## src/rtl/dorb_consts.vh

```
// Constants of the DDR output register block
`ifndef DORB_CONSTS_VH
`define DORB_CONSTS_VH

// ==========================================
// Register bus
`define DORB_ADDR_W 4
`define DORB_DATA_W 32
`define DORB_OFF_CTRL 4'h0
`define DORB_OFF_STATUS 4'h4
`define DORB_OFF_COUNT 4'h8

// ==========================================
// Control register fields
`define DORB_CTRL_W 6
`define DORB_CTRL_DDR 0
`define DORB_CTRL_LATCH 1
`define DORB_CTRL_DSET 2
`define DORB_CTRL_TSET 3
`define DORB_CTRL_RUN 4
`define DORB_CTRL_INIT 5
`define DORB_CTRL_RST 6'h00

// ==========================================
// Status register fields
`define DORB_ST_RISE 0
`define DORB_ST_FALL 1
`define DORB_ST_TRI 2
`define DORB_ST_HEAD 3
`define DORB_ST_FULL 4
`define DORB_ST_UNDER 5

// ==========================================
// Data path
`define DORB_COUNT_W 16
`define DORB_WORD_W 3
`define DORB_BUF_DEPTH 2

`endif

```

## src/rtl/dorb_out_cell.v

```verilog
// Data output cell: SDR element and generic DDR stages
`timescale 1ns/1ps
`include "dorb_consts.vh"

module dorb_out_cell
(
  // Clock and reset
  input wire mclk_in,
  input wire sys_rst_in,
  // Configuration
  input wire init_in,
  input wire init_val_in,
  input wire ddr_mode_in,
  input wire latch_sel_in,
  // Data from buffer head
  input wire load_in,
  input wire first_data_in,
  input wire second_data_in,
  // Pad side and state
  output wire pad_data_out,
  output wire rise_q_out,
  output wire fall_q_out
);

  reg rising_stage_reg_ff;
  reg rise_second_ff;
  reg falling_stage_reg_ff;
  reg latch_hold_ff;
  wire latch_d;
  wire sdr_q;

  // ==========================================
  // Rising edge capture
  always @(posedge mclk_in)
  begin
    if (sys_rst_in)
    begin
      rising_stage_reg_ff <= 1'b0;
      rise_second_ff <= 1'b0;
    end
    else if (init_in)
    begin
      rising_stage_reg_ff <= init_val_in;
      rise_second_ff <= init_val_in;
    end
    else if (load_in)
    begin
      rising_stage_reg_ff <= first_data_in;
      rise_second_ff <= second_data_in;
    end
  end

  // ==========================================
  // Falling edge stage and latch hold
  always @(negedge mclk_in)
  begin
    if (sys_rst_in)
    begin
      falling_stage_reg_ff <= 1'b0;
      latch_hold_ff <= 1'b0;
    end
    else if (init_in)
    begin
      falling_stage_reg_ff <= init_val_in;
      latch_hold_ff <= init_val_in;
    end
    else
    begin
      falling_stage_reg_ff <= rise_second_ff;
      latch_hold_ff <= latch_d;
    end
  end

  // Latch is open while the clock is high
  assign latch_d = load_in ? first_data_in : rising_stage_reg_ff;
  assign sdr_q = latch_sel_in ? (mclk_in ? latch_d : latch_hold_ff) : rising_stage_reg_ff;

  // Clock-driven mux: high phase first, low phase second
  assign pad_data_out = ddr_mode_in ? (mclk_in ? rising_stage_reg_ff : falling_stage_reg_ff) : sdr_q;
  assign rise_q_out = rising_stage_reg_ff;
  assign fall_q_out = falling_stage_reg_ff;

endmodule // dorb_out_cell

```

## src/rtl/dorb_pair_buf.v

```verilog
// Two-entry buffer between core stream and output stage
`timescale 1ns/1ps
`include "dorb_consts.vh"

module dorb_pair_buf
(
  // Clock and reset
  input wire mclk_in,
  input wire sys_rst_in,
  // Filling side
  input wire in_valid_in,
  input wire [`DORB_WORD_W-1:0] in_data_in,
  output wire in_ready_out,
  // Draining side
  output wire out_valid_out,
  output wire [`DORB_WORD_W-1:0] out_data_out,
  input wire out_ready_in
);

  reg [`DORB_WORD_W-1:0] slot_ff [0:`DORB_BUF_DEPTH-1];
  reg wr_ptr_ff;
  reg rd_ptr_ff;
  reg [1:0] count_ff;
  reg ready_ff;
  reg [1:0] nxt_count;
  wire push;
  wire pop;

  assign push = in_valid_in && ready_ff;
  assign pop = out_ready_in && (count_ff != 2'h0);
  assign in_ready_out = ready_ff;
  assign out_valid_out = (count_ff != 2'h0);
  assign out_data_out = slot_ff[rd_ptr_ff];

  always @*
  begin
    nxt_count = count_ff;
    if (push && !pop)
      nxt_count = count_ff + 2'h1;
    else if (pop && !push)
      nxt_count = count_ff - 2'h1;
  end

  always @(posedge mclk_in)
  begin
    if (sys_rst_in)
    begin
      wr_ptr_ff <= 1'b0;
      rd_ptr_ff <= 1'b0;
      count_ff <= 2'h0;
      ready_ff <= 1'b0;
    end
    else
    begin
      if (push)
        wr_ptr_ff <= ~wr_ptr_ff;
      if (pop)
        rd_ptr_ff <= ~rd_ptr_ff;
      count_ff <= nxt_count;
      ready_ff <= (nxt_count != 2'h2);
    end
  end

  always @(posedge mclk_in)
  begin
    if (push)
      slot_ff[wr_ptr_ff] <= in_data_in;
  end

endmodule // dorb_pair_buf

```

## src/rtl/dorb_top.v

```verilog
// Top of the DDR output register block with Avalon-MM registers
// ==========================================
// Behaviour
// - SDR: first data through one element
// - SDR element is register or latch
// - DDR: both inputs captured on rising edge
// - Falling edge moves second data onward
// - Clock-driven mux selects rising/falling stage
// - One register holds tri-state control
// - SDR tri-state through one element to pad
// - Each element configurable set or reset
// - Reset clears elements, INIT loads configured value
`timescale 1ns/1ps
`include "dorb_consts.vh"

module dorb_top
(
  // Clock and reset
  input wire mclk_in,
  input wire sys_rst_in,

  // Avalon-MM slave
  input wire [`DORB_ADDR_W-1:0] avs_address_in,
  input wire avs_read_in,
  input wire avs_write_in,
  input wire [`DORB_DATA_W-1:0] avs_writedata_in,
  input wire [3:0] avs_byteenable_in,
  output wire [`DORB_DATA_W-1:0] avs_readdata_out,
  output wire avs_waitrequest_out,

  // Core data stream
  input wire core_valid_in,
  input wire first_data_in,
  input wire second_data_in,
  input wire tristate_ctrl_in,
  output wire core_ready_out,

  // Pad buffer side
  output wire pad_data_out,
  output wire pad_tristate_out
);

  // ==========================================
  // Declarations
  reg [`DORB_CTRL_W-1:0] ctrl_ff;
  reg [`DORB_CTRL_W-1:0] nxt_ctrl;
  reg init_ff;
  reg nxt_init;
  reg under_ff;
  reg nxt_under;
  reg [`DORB_COUNT_W-1:0] count_ff;
  reg [`DORB_COUNT_W-1:0] nxt_count;
  reg wait_ff;
  reg nxt_wait;
  reg [`DORB_DATA_W-1:0] rdata_ff;
  reg [`DORB_DATA_W-1:0] nxt_rdata;
  reg tristate_ff;
  reg nxt_tristate;
  wire req;
  wire take;
  wire wr_take;
  wire ctrl_hit;
  wire status_hit;
  wire count_hit;
  wire head_valid;
  wire [`DORB_WORD_W-1:0] head_word;
  wire [`DORB_WORD_W-1:0] in_word;
  wire buf_ready;
  wire load;
  wire run;
  wire rise_q;
  wire fall_q;
  wire buf_full;

  // ==========================================
  // Address decode
  function addr_is;
    input [`DORB_ADDR_W-1:0] addr;
    input [`DORB_ADDR_W-1:0] offset;
    begin
      addr_is = (addr == offset);
    end
  endfunction

  assign ctrl_hit = addr_is(avs_address_in, `DORB_OFF_CTRL);
  assign status_hit = addr_is(avs_address_in, `DORB_OFF_STATUS);
  assign count_hit = addr_is(avs_address_in, `DORB_OFF_COUNT);

  // ==========================================
  // Bus handshake
  assign req = avs_read_in || avs_write_in;
  assign take = req && !wait_ff;
  assign wr_take = avs_write_in && !wait_ff;

  always @*
  begin
    nxt_wait = 1'b1;
    if (req && wait_ff)
      nxt_wait = 1'b0;
  end

  // ==========================================
  // Read data
  always @*
  begin
    nxt_rdata = rdata_ff;
    if (req && wait_ff)
      nxt_rdata = {`DORB_DATA_W{1'b0}};
    if (req && wait_ff && ctrl_hit)
    begin
      nxt_rdata[`DORB_CTRL_W-1:0] = ctrl_ff;
      nxt_rdata[`DORB_CTRL_INIT] = 1'b0;
    end
    else if (req && wait_ff && status_hit)
    begin
      nxt_rdata[`DORB_ST_RISE] = rise_q;
      nxt_rdata[`DORB_ST_FALL] = fall_q;
      nxt_rdata[`DORB_ST_TRI] = tristate_ff;
      nxt_rdata[`DORB_ST_HEAD] = head_valid;
      nxt_rdata[`DORB_ST_FULL] = buf_full;
      nxt_rdata[`DORB_ST_UNDER] = under_ff;
    end
    else if (req && wait_ff && count_hit)
    begin
      nxt_rdata[`DORB_COUNT_W-1:0] = count_ff;
    end
  end

  // ==========================================
  // Control register
  always @*
  begin
    nxt_ctrl = ctrl_ff;
    nxt_init = 1'b0;
    if (wr_take && ctrl_hit && avs_byteenable_in[0])
    begin
      nxt_ctrl = avs_writedata_in[`DORB_CTRL_W-1:0];
      nxt_ctrl[`DORB_CTRL_INIT] = 1'b0;
      nxt_init = avs_writedata_in[`DORB_CTRL_INIT];
    end
  end

  assign run = ctrl_ff[`DORB_CTRL_RUN];

  // ==========================================
  // Input buffer
  assign in_word = {tristate_ctrl_in, second_data_in, first_data_in};

  dorb_pair_buf i_dorb_pair_buf
  (
    .mclk_in(mclk_in),
    .sys_rst_in(sys_rst_in),
    .in_valid_in(core_valid_in),
    .in_data_in(in_word),
    .in_ready_out(buf_ready),
    .out_valid_out(head_valid),
    .out_data_out(head_word),
    .out_ready_in(run && !init_ff)
  );

  assign load = run && !init_ff && head_valid;
  assign buf_full = !buf_ready;
  assign core_ready_out = buf_ready;

  // ==========================================
  // Underrun flag, set wins over clear
  always @*
  begin
    nxt_under = under_ff;
    if (wr_take && status_hit && avs_byteenable_in[0] && avs_writedata_in[`DORB_ST_UNDER])
      nxt_under = 1'b0;
    if (run && !init_ff && !head_valid)
      nxt_under = 1'b1;
  end

  // ==========================================
  // Word counter
  always @*
  begin
    nxt_count = count_ff;
    if (wr_take && count_hit && (avs_byteenable_in != 4'h0))
      nxt_count = {`DORB_COUNT_W{1'b0}};
    if (load)
      nxt_count = nxt_count + {{(`DORB_COUNT_W-1){1'b0}}, 1'b1};
  end

  // ==========================================
  // Tri-state register
  always @*
  begin
    nxt_tristate = tristate_ff;
    if (init_ff)
      nxt_tristate = ctrl_ff[`DORB_CTRL_TSET];
    else if (load)
      nxt_tristate = head_word[2];
  end

  // ==========================================
  // Registers
  always @(posedge mclk_in)
  begin
    if (sys_rst_in)
    begin
      ctrl_ff <= `DORB_CTRL_RST;
      init_ff <= 1'b0;
      under_ff <= 1'b0;
      count_ff <= {`DORB_COUNT_W{1'b0}};
      wait_ff <= 1'b1;
      rdata_ff <= {`DORB_DATA_W{1'b0}};
      tristate_ff <= 1'b0;
    end
    else
    begin
      ctrl_ff <= nxt_ctrl;
      init_ff <= nxt_init;
      under_ff <= nxt_under;
      count_ff <= nxt_count;
      wait_ff <= nxt_wait;
      rdata_ff <= nxt_rdata;
      tristate_ff <= nxt_tristate;
    end
  end

  assign avs_readdata_out = rdata_ff;
  assign avs_waitrequest_out = wait_ff;
  assign pad_tristate_out = tristate_ff;

  // ==========================================
  // Data output cell
  dorb_out_cell i_dorb_out_cell
  (
    .mclk_in(mclk_in),
    .sys_rst_in(sys_rst_in),
    .init_in(init_ff),
    .init_val_in(ctrl_ff[`DORB_CTRL_DSET]),
    .ddr_mode_in(ctrl_ff[`DORB_CTRL_DDR]),
    .latch_sel_in(ctrl_ff[`DORB_CTRL_LATCH]),
    .load_in(load),
    .first_data_in(head_word[0]),
    .second_data_in(head_word[1]),
    .pad_data_out(pad_data_out),
    .rise_q_out(rise_q),
    .fall_q_out(fall_q)
  );

endmodule // dorb_top

```

## config.mk

```make
export PLATFORM = sky130hd
export DESIGN_NAME = dorb_top
export DESIGN_NICKNAME = d
export VERILOG_FILES = /design/src/rtl/dorb_out_cell.v /design/src/rtl/dorb_pair_buf.v /design/src/rtl/dorb_top.v
export VERILOG_INCLUDE_DIRS = /design/src /design/src/rtl
export SDC_FILE = /design/constraint.sdc
export NUM_CORES = 1
export LEC_CHECK = 0
export ABC_CLOCK_PERIOD_IN_PS = 4100
export BUFFER_PORTS_ARGS = -buffer_cell sky130_fd_sc_hd__buf_4
export CAP_MARGIN = 20
export CORE_MARGIN = 10
export CORE_UTILIZATION = 46
export CTS_CLUSTER_SIZE = 28
export DETAILED_ROUTE_END_ITERATION = 10
export GPL_ROUTABILITY_DRIVEN = 0
export GPL_TIMING_DRIVEN = 0
export PLACE_DENSITY = 0.73
export SYNTH_ARGS = -nofsm -noshare
export SYNTH_HDL_FRONTEND = slang
export SYNTH_SLANG_ARGS = --single-unit
```

## constraint.sdc

```tcl
create_clock -name mclk_in -period 4.1 [get_ports mclk_in]
set_input_delay 1.025 -clock mclk_in [delete_from_list [all_inputs] [get_ports mclk_in]]
set_output_delay 1.025 -clock mclk_in [all_outputs]
set_load 0.05 [all_outputs]
```

; ---- Word level (Yosys, flattened, before mapping)
; Memories as Yosys holds them, arrays and structs flattened. A register that Yosys moved wholly into a read port is not among the register bits.
; Index checks and enable logic that the tools add are counted.
; Widths: inputs -> output; s select.
[totals]
inputBits = 48
ram_bits = 6
reg_bits = 50
n_memories = 1
word_cells = 90
output_inout_bits = 36
[op_classes]
reduce_logical = 34
n_mux = 29
eq_ne = 3
bitwise_logic = 3
add_sub_neg = 3
[memory_table]
columns = memory, words, word_bits, rd, rd_clocked_by_memory_dff, write_ports, line
row1 = i_dorb_pair_buf.slot_ff, 2, 3, 1, 1, 1, dorb_pair_buf.v:20  ; reg [`DORB_WORD_W-1:0] slot_ff [0:`DORB_BUF_DEPTH-1];
[op_table]
columns = operator, count
row1 = $mux 16, 4
row2 = $mux 10, 2
row3 = $mux 1, 19
row4 = $logic_and 1x1->1, 18
row5 = $add 16x1->16 const B, 1
row6 = $reduce_bool 4->1, 2
row7 = $logic_not 1->1, 6
row8 = $mux 6, 1
row9 = $reduce_bool 2->1, 3
row10 = $mux 5, 1
row11 = $eq 4x3->1 const B, 1
row12 = $eq 4x4->1 const B, 1
row13 = $logic_not 4->1, 1
row14 = $mux 2, 2
row15 = $reduce_or 2->1, 2
row16 = $not 1->1, 3
row17 = $reduce_bool 3->1, 1
row18 = $add 2x1->2 const B, 1
row19 = $ne 2x2->1 const B, 1
row20 = $sub 2x1->2 const B, 1
row21 = $logic_or 1x1->1, 1

; ---- Longest topological paths before layout
[logic_depth]
depth_word = 7
depth_mapped = 8
ltp_nobuf = 8

; ---- Modules after synthesis
; A second synthesis with hierarchy kept.
[hier_totals]
cells_unflattened = 270
hier_area_um2 = 2586.2
[by_module_without_submodules]
columns = mod, cells_each, area_each_um2, instances, seq_area_each_um2
row1 = dorb_top, 210, 1878.1, 1, 820.8
row2 = dorb_pair_buf, 39, 503.0, 1, 300.3
row3 = dorb_out_cell, 21, 205.2, 1, 80.1

==> metrics.txt <==
status=finished, violations left; failing checks=setup timing; register area share after synthesis=0.463; Die Wd=95.1 µm; Crit Reg-Reg Endpoint=i_dorb_out_cell.latch_hold_ff; PnR worst setup slack=-0.441 ns; top cells by area, synth=dfxtp_1 (39%), nor2_1 (7.1%), edfxtp_1 (6.9%), buf_4 (4.6%), xnor2_1 (4.4%); Storage cell area=roughly 1200 µm²; DRC=0; Max-Cap Viols=0; R2R setup slack=~0.15 ns; area delta synth->final=28.9%; first-pass GRT wire length=between 10000 and 15000 µm; worst slew pin tran=0.932 ns; drt first pass iters=4; hold path endpoint=avs_readdata_out[5]; number of DRC markers in iteration 0=around 160; CP endpoint kind=primary output; worst hold slack=0.491 ns; gr usage total=0.145; CTS tree=yes; layout cell share with drive strength beyond 1=0.263; pin count of the biggest net entering global routing=11; power per cell area=approximately 430 nW/µm²; Static Leakage=1.32 nW; fillers=486; post-route cell area=between 3000 and 4000 µm²; post-synth cell types=50; Starting Density=0.471; Die Ht=roughly 95 µm; synthesized cell area=between 2000 and 3000 µm²; Routed WL per cell=14.6 µm; Worst Skew=just over 0.06 ns; Worst Reg2Reg Path Length in Cells=6; Cell Area, Placed=approximately 3100 µm²; VDD IR max=about 250 µV; buffers added on ports=a little over 40; vias in the first global route=between 2000 and 2500; Post-synth ARST share=0; WP data arrival=between 3 and 4 ns; worst slack, placed=-0.127 ns; ANT nets after route=0; GRT overflow=0; max_slew headroom=0.370; antenna cells=0; mean post-synth cell area=just over 9 µm²; most frequent cells in the layout=buf_4 (56), dfxtp_1 (50), nor2_1 (49), a21oi_1 (16), conb_1 (16); Final setup viols=1; Core Area=5510 µm²; Hold Fails Final Rpt=0; total number of vias=around 2200; power after layout=0.00143 W; cell count after synthesis=roughly 280; WP data required=between 3 and 4 ns; crit path max fanout=2; Detailed Route WL=between 6000 and 7000 µm; Clk pin slew, worst setup/hold paths=approximately 0.060 ns; area of the multi-input gates=approximately 1300 µm²; crit path launch type=register; post-route insts no fill=429; RSZ-0062 raised after global routing=yes; HPWL Detailed=about 4500 µm; FP Rows=27; die area=between 9000 and 10000 µm²; RR Startpoint=i_dorb_pair_buf.count_ff[0]; # IOs=84; # Post-CTS Setup Buffers=0; initial antenna violation count=0; Top FF cell, synth=dfxtp_1; Post-synth EDFFs=6; synthesized flop and latch total=57; Max Slew Vio Count=0; placed cells=406; largest area contributor in the netlist=dfxtp_1; vias per inst=~5; Yosys top cell area share=0.393; Worst-Skew Late Latency=slightly above 0.5 ns; worst min path class=register to register; Hold Crit Depth=2; most common cell after layout, fill and taps aside=buf_4; nets=~400; Yosys Warn Count=0; hold_sp=avs_readdata_out[5]; critical path type=register to primary output
==> sequential cells by signal (all words and copies together), names as in the netlist, named ones only <==
register and cells:
avs_readdata_out 16, avs_waitrequest_out 1, count_ff 16, ctrl_ff 5
i_dorb_out_cell.fall_q_out 1, i_dorb_out_cell.latch_hold_ff 1, i_dorb_out_cell.rise_q_out 1, i_dorb_out_cell.rise_second_ff 1
i_dorb_pair_buf.count_ff 2, i_dorb_pair_buf.in_ready_out 1, i_dorb_pair_buf.rd_ptr_ff 1, i_dorb_pair_buf.slot_ff 6
i_dorb_pair_buf.wr_ptr_ff 1, init_ff 1, pad_tristate_out 1, under_ff 1
==> worst max-delay path, stage by stage, from the launching register on <==
cell,delay (ns)
dfxtp_2,0.31
mux2_4,0.28
a22oi_2,0.13
o21ai_2,0.08
buf_6,0.15
==> area by class of cell <==
| class | count | share of cell area |
|---|---|---|
| well taps | 72 | 0.0269 |
| clock buffers | 14 | 0.0568 |
| clock inverters | 11 | 0.0310 |
| plain buffers | 27 | 0.0531 |
| multi-input cells | 203 | 0.378 |
| repair buffers | 40 | 0.0897 |
| inverters | 5 | 0.00561 |
| flip-flops and latches | 57 | 0.359 |
==> worst max-delay path by stage <==
stage,cells past startpoint,start,slack [ns],end
2_1_floorplan,3,i_dorb_out_cell.fall_q_out,0.13,pad_data_out
3_3_place_gp,4,sys_rst_in,-0.11,i_dorb_out_cell.fall_q_out
3_5_place_dp,4,sys_rst_in,-0.13,i_dorb_out_cell.latch_hold_ff
4_1_cts,4,i_dorb_out_cell.fall_q_out,-0.45,pad_data_out
5_1_grt,4,i_dorb_out_cell.fall_q_out,-0.50,pad_data_out
6_report,4,i_dorb_out_cell.fall_q_out,-0.44,pad_data_out
==> cell usage after synthesis (all sizes together) (2+ instances only) <==
master	n
inv	6
a211oi	2
a221oi	5
o21ai	3
mux2i	7
nor2	49
nand2	10
nand3b	3
dfxtp	51
nand2b	4
nor3b	2
nor4	5
xor2	3
mux2	6
a21o	2
nor2b	3
ha	2
edfxtp	6
a21oi	16
o31ai	2
nor3	12
a22oi	11
clkbuf	6
or3	2
nand4	9
xnor2	13
buf	21
==> logic make-up after synthesis <==
logic type	share of synthesized area
buffers and inverters	0.0771
muxes	0.0530
other	0.00144
adders and majority gates	0.00964
DFF	0.463
and+or+nand+nor	0.218
xor gates and xnor gates	0.0540
AOI/OAI and AO/OA	0.124
==> stage by stage <==
step,TNS (ns),utilization
finish,-0.441,0.608
CTS,-0.448,0.607
global route,-0.495,0.608
global placement,-0.226,0.555
floorplan,0,-
detailed placement,-0.238,0.555
==> timing repair <==
item / 4_1_cts / 5_1_grt
hold buffers: 0 / 0
setup endpoints to repair: 1 / 1
gates resized for setup: 2 / 2
==> routing by layer <==
metal / vias to the layer above / wire, µm / track usage
met5: - / 0 / 0
met2: 79 / 2660 / 0.207
met3: 9 / 618 / 0.0833
li1: 1105 / - / -
met1: 1014 / 2850 / 0.167
met4: 0 / 111 / 0.0798
==> report_power, final <==
group / leakage [nW] / internal (W) / switching [W]
clock network: 0.177 / 0.000429 / 0.000267
registers: 0.468 / 0.000574 / 0.00000659
logic: 0.677 / 0.0000513 / 0.0000998
No activity file was read; power rests on OpenSTA's default activity.
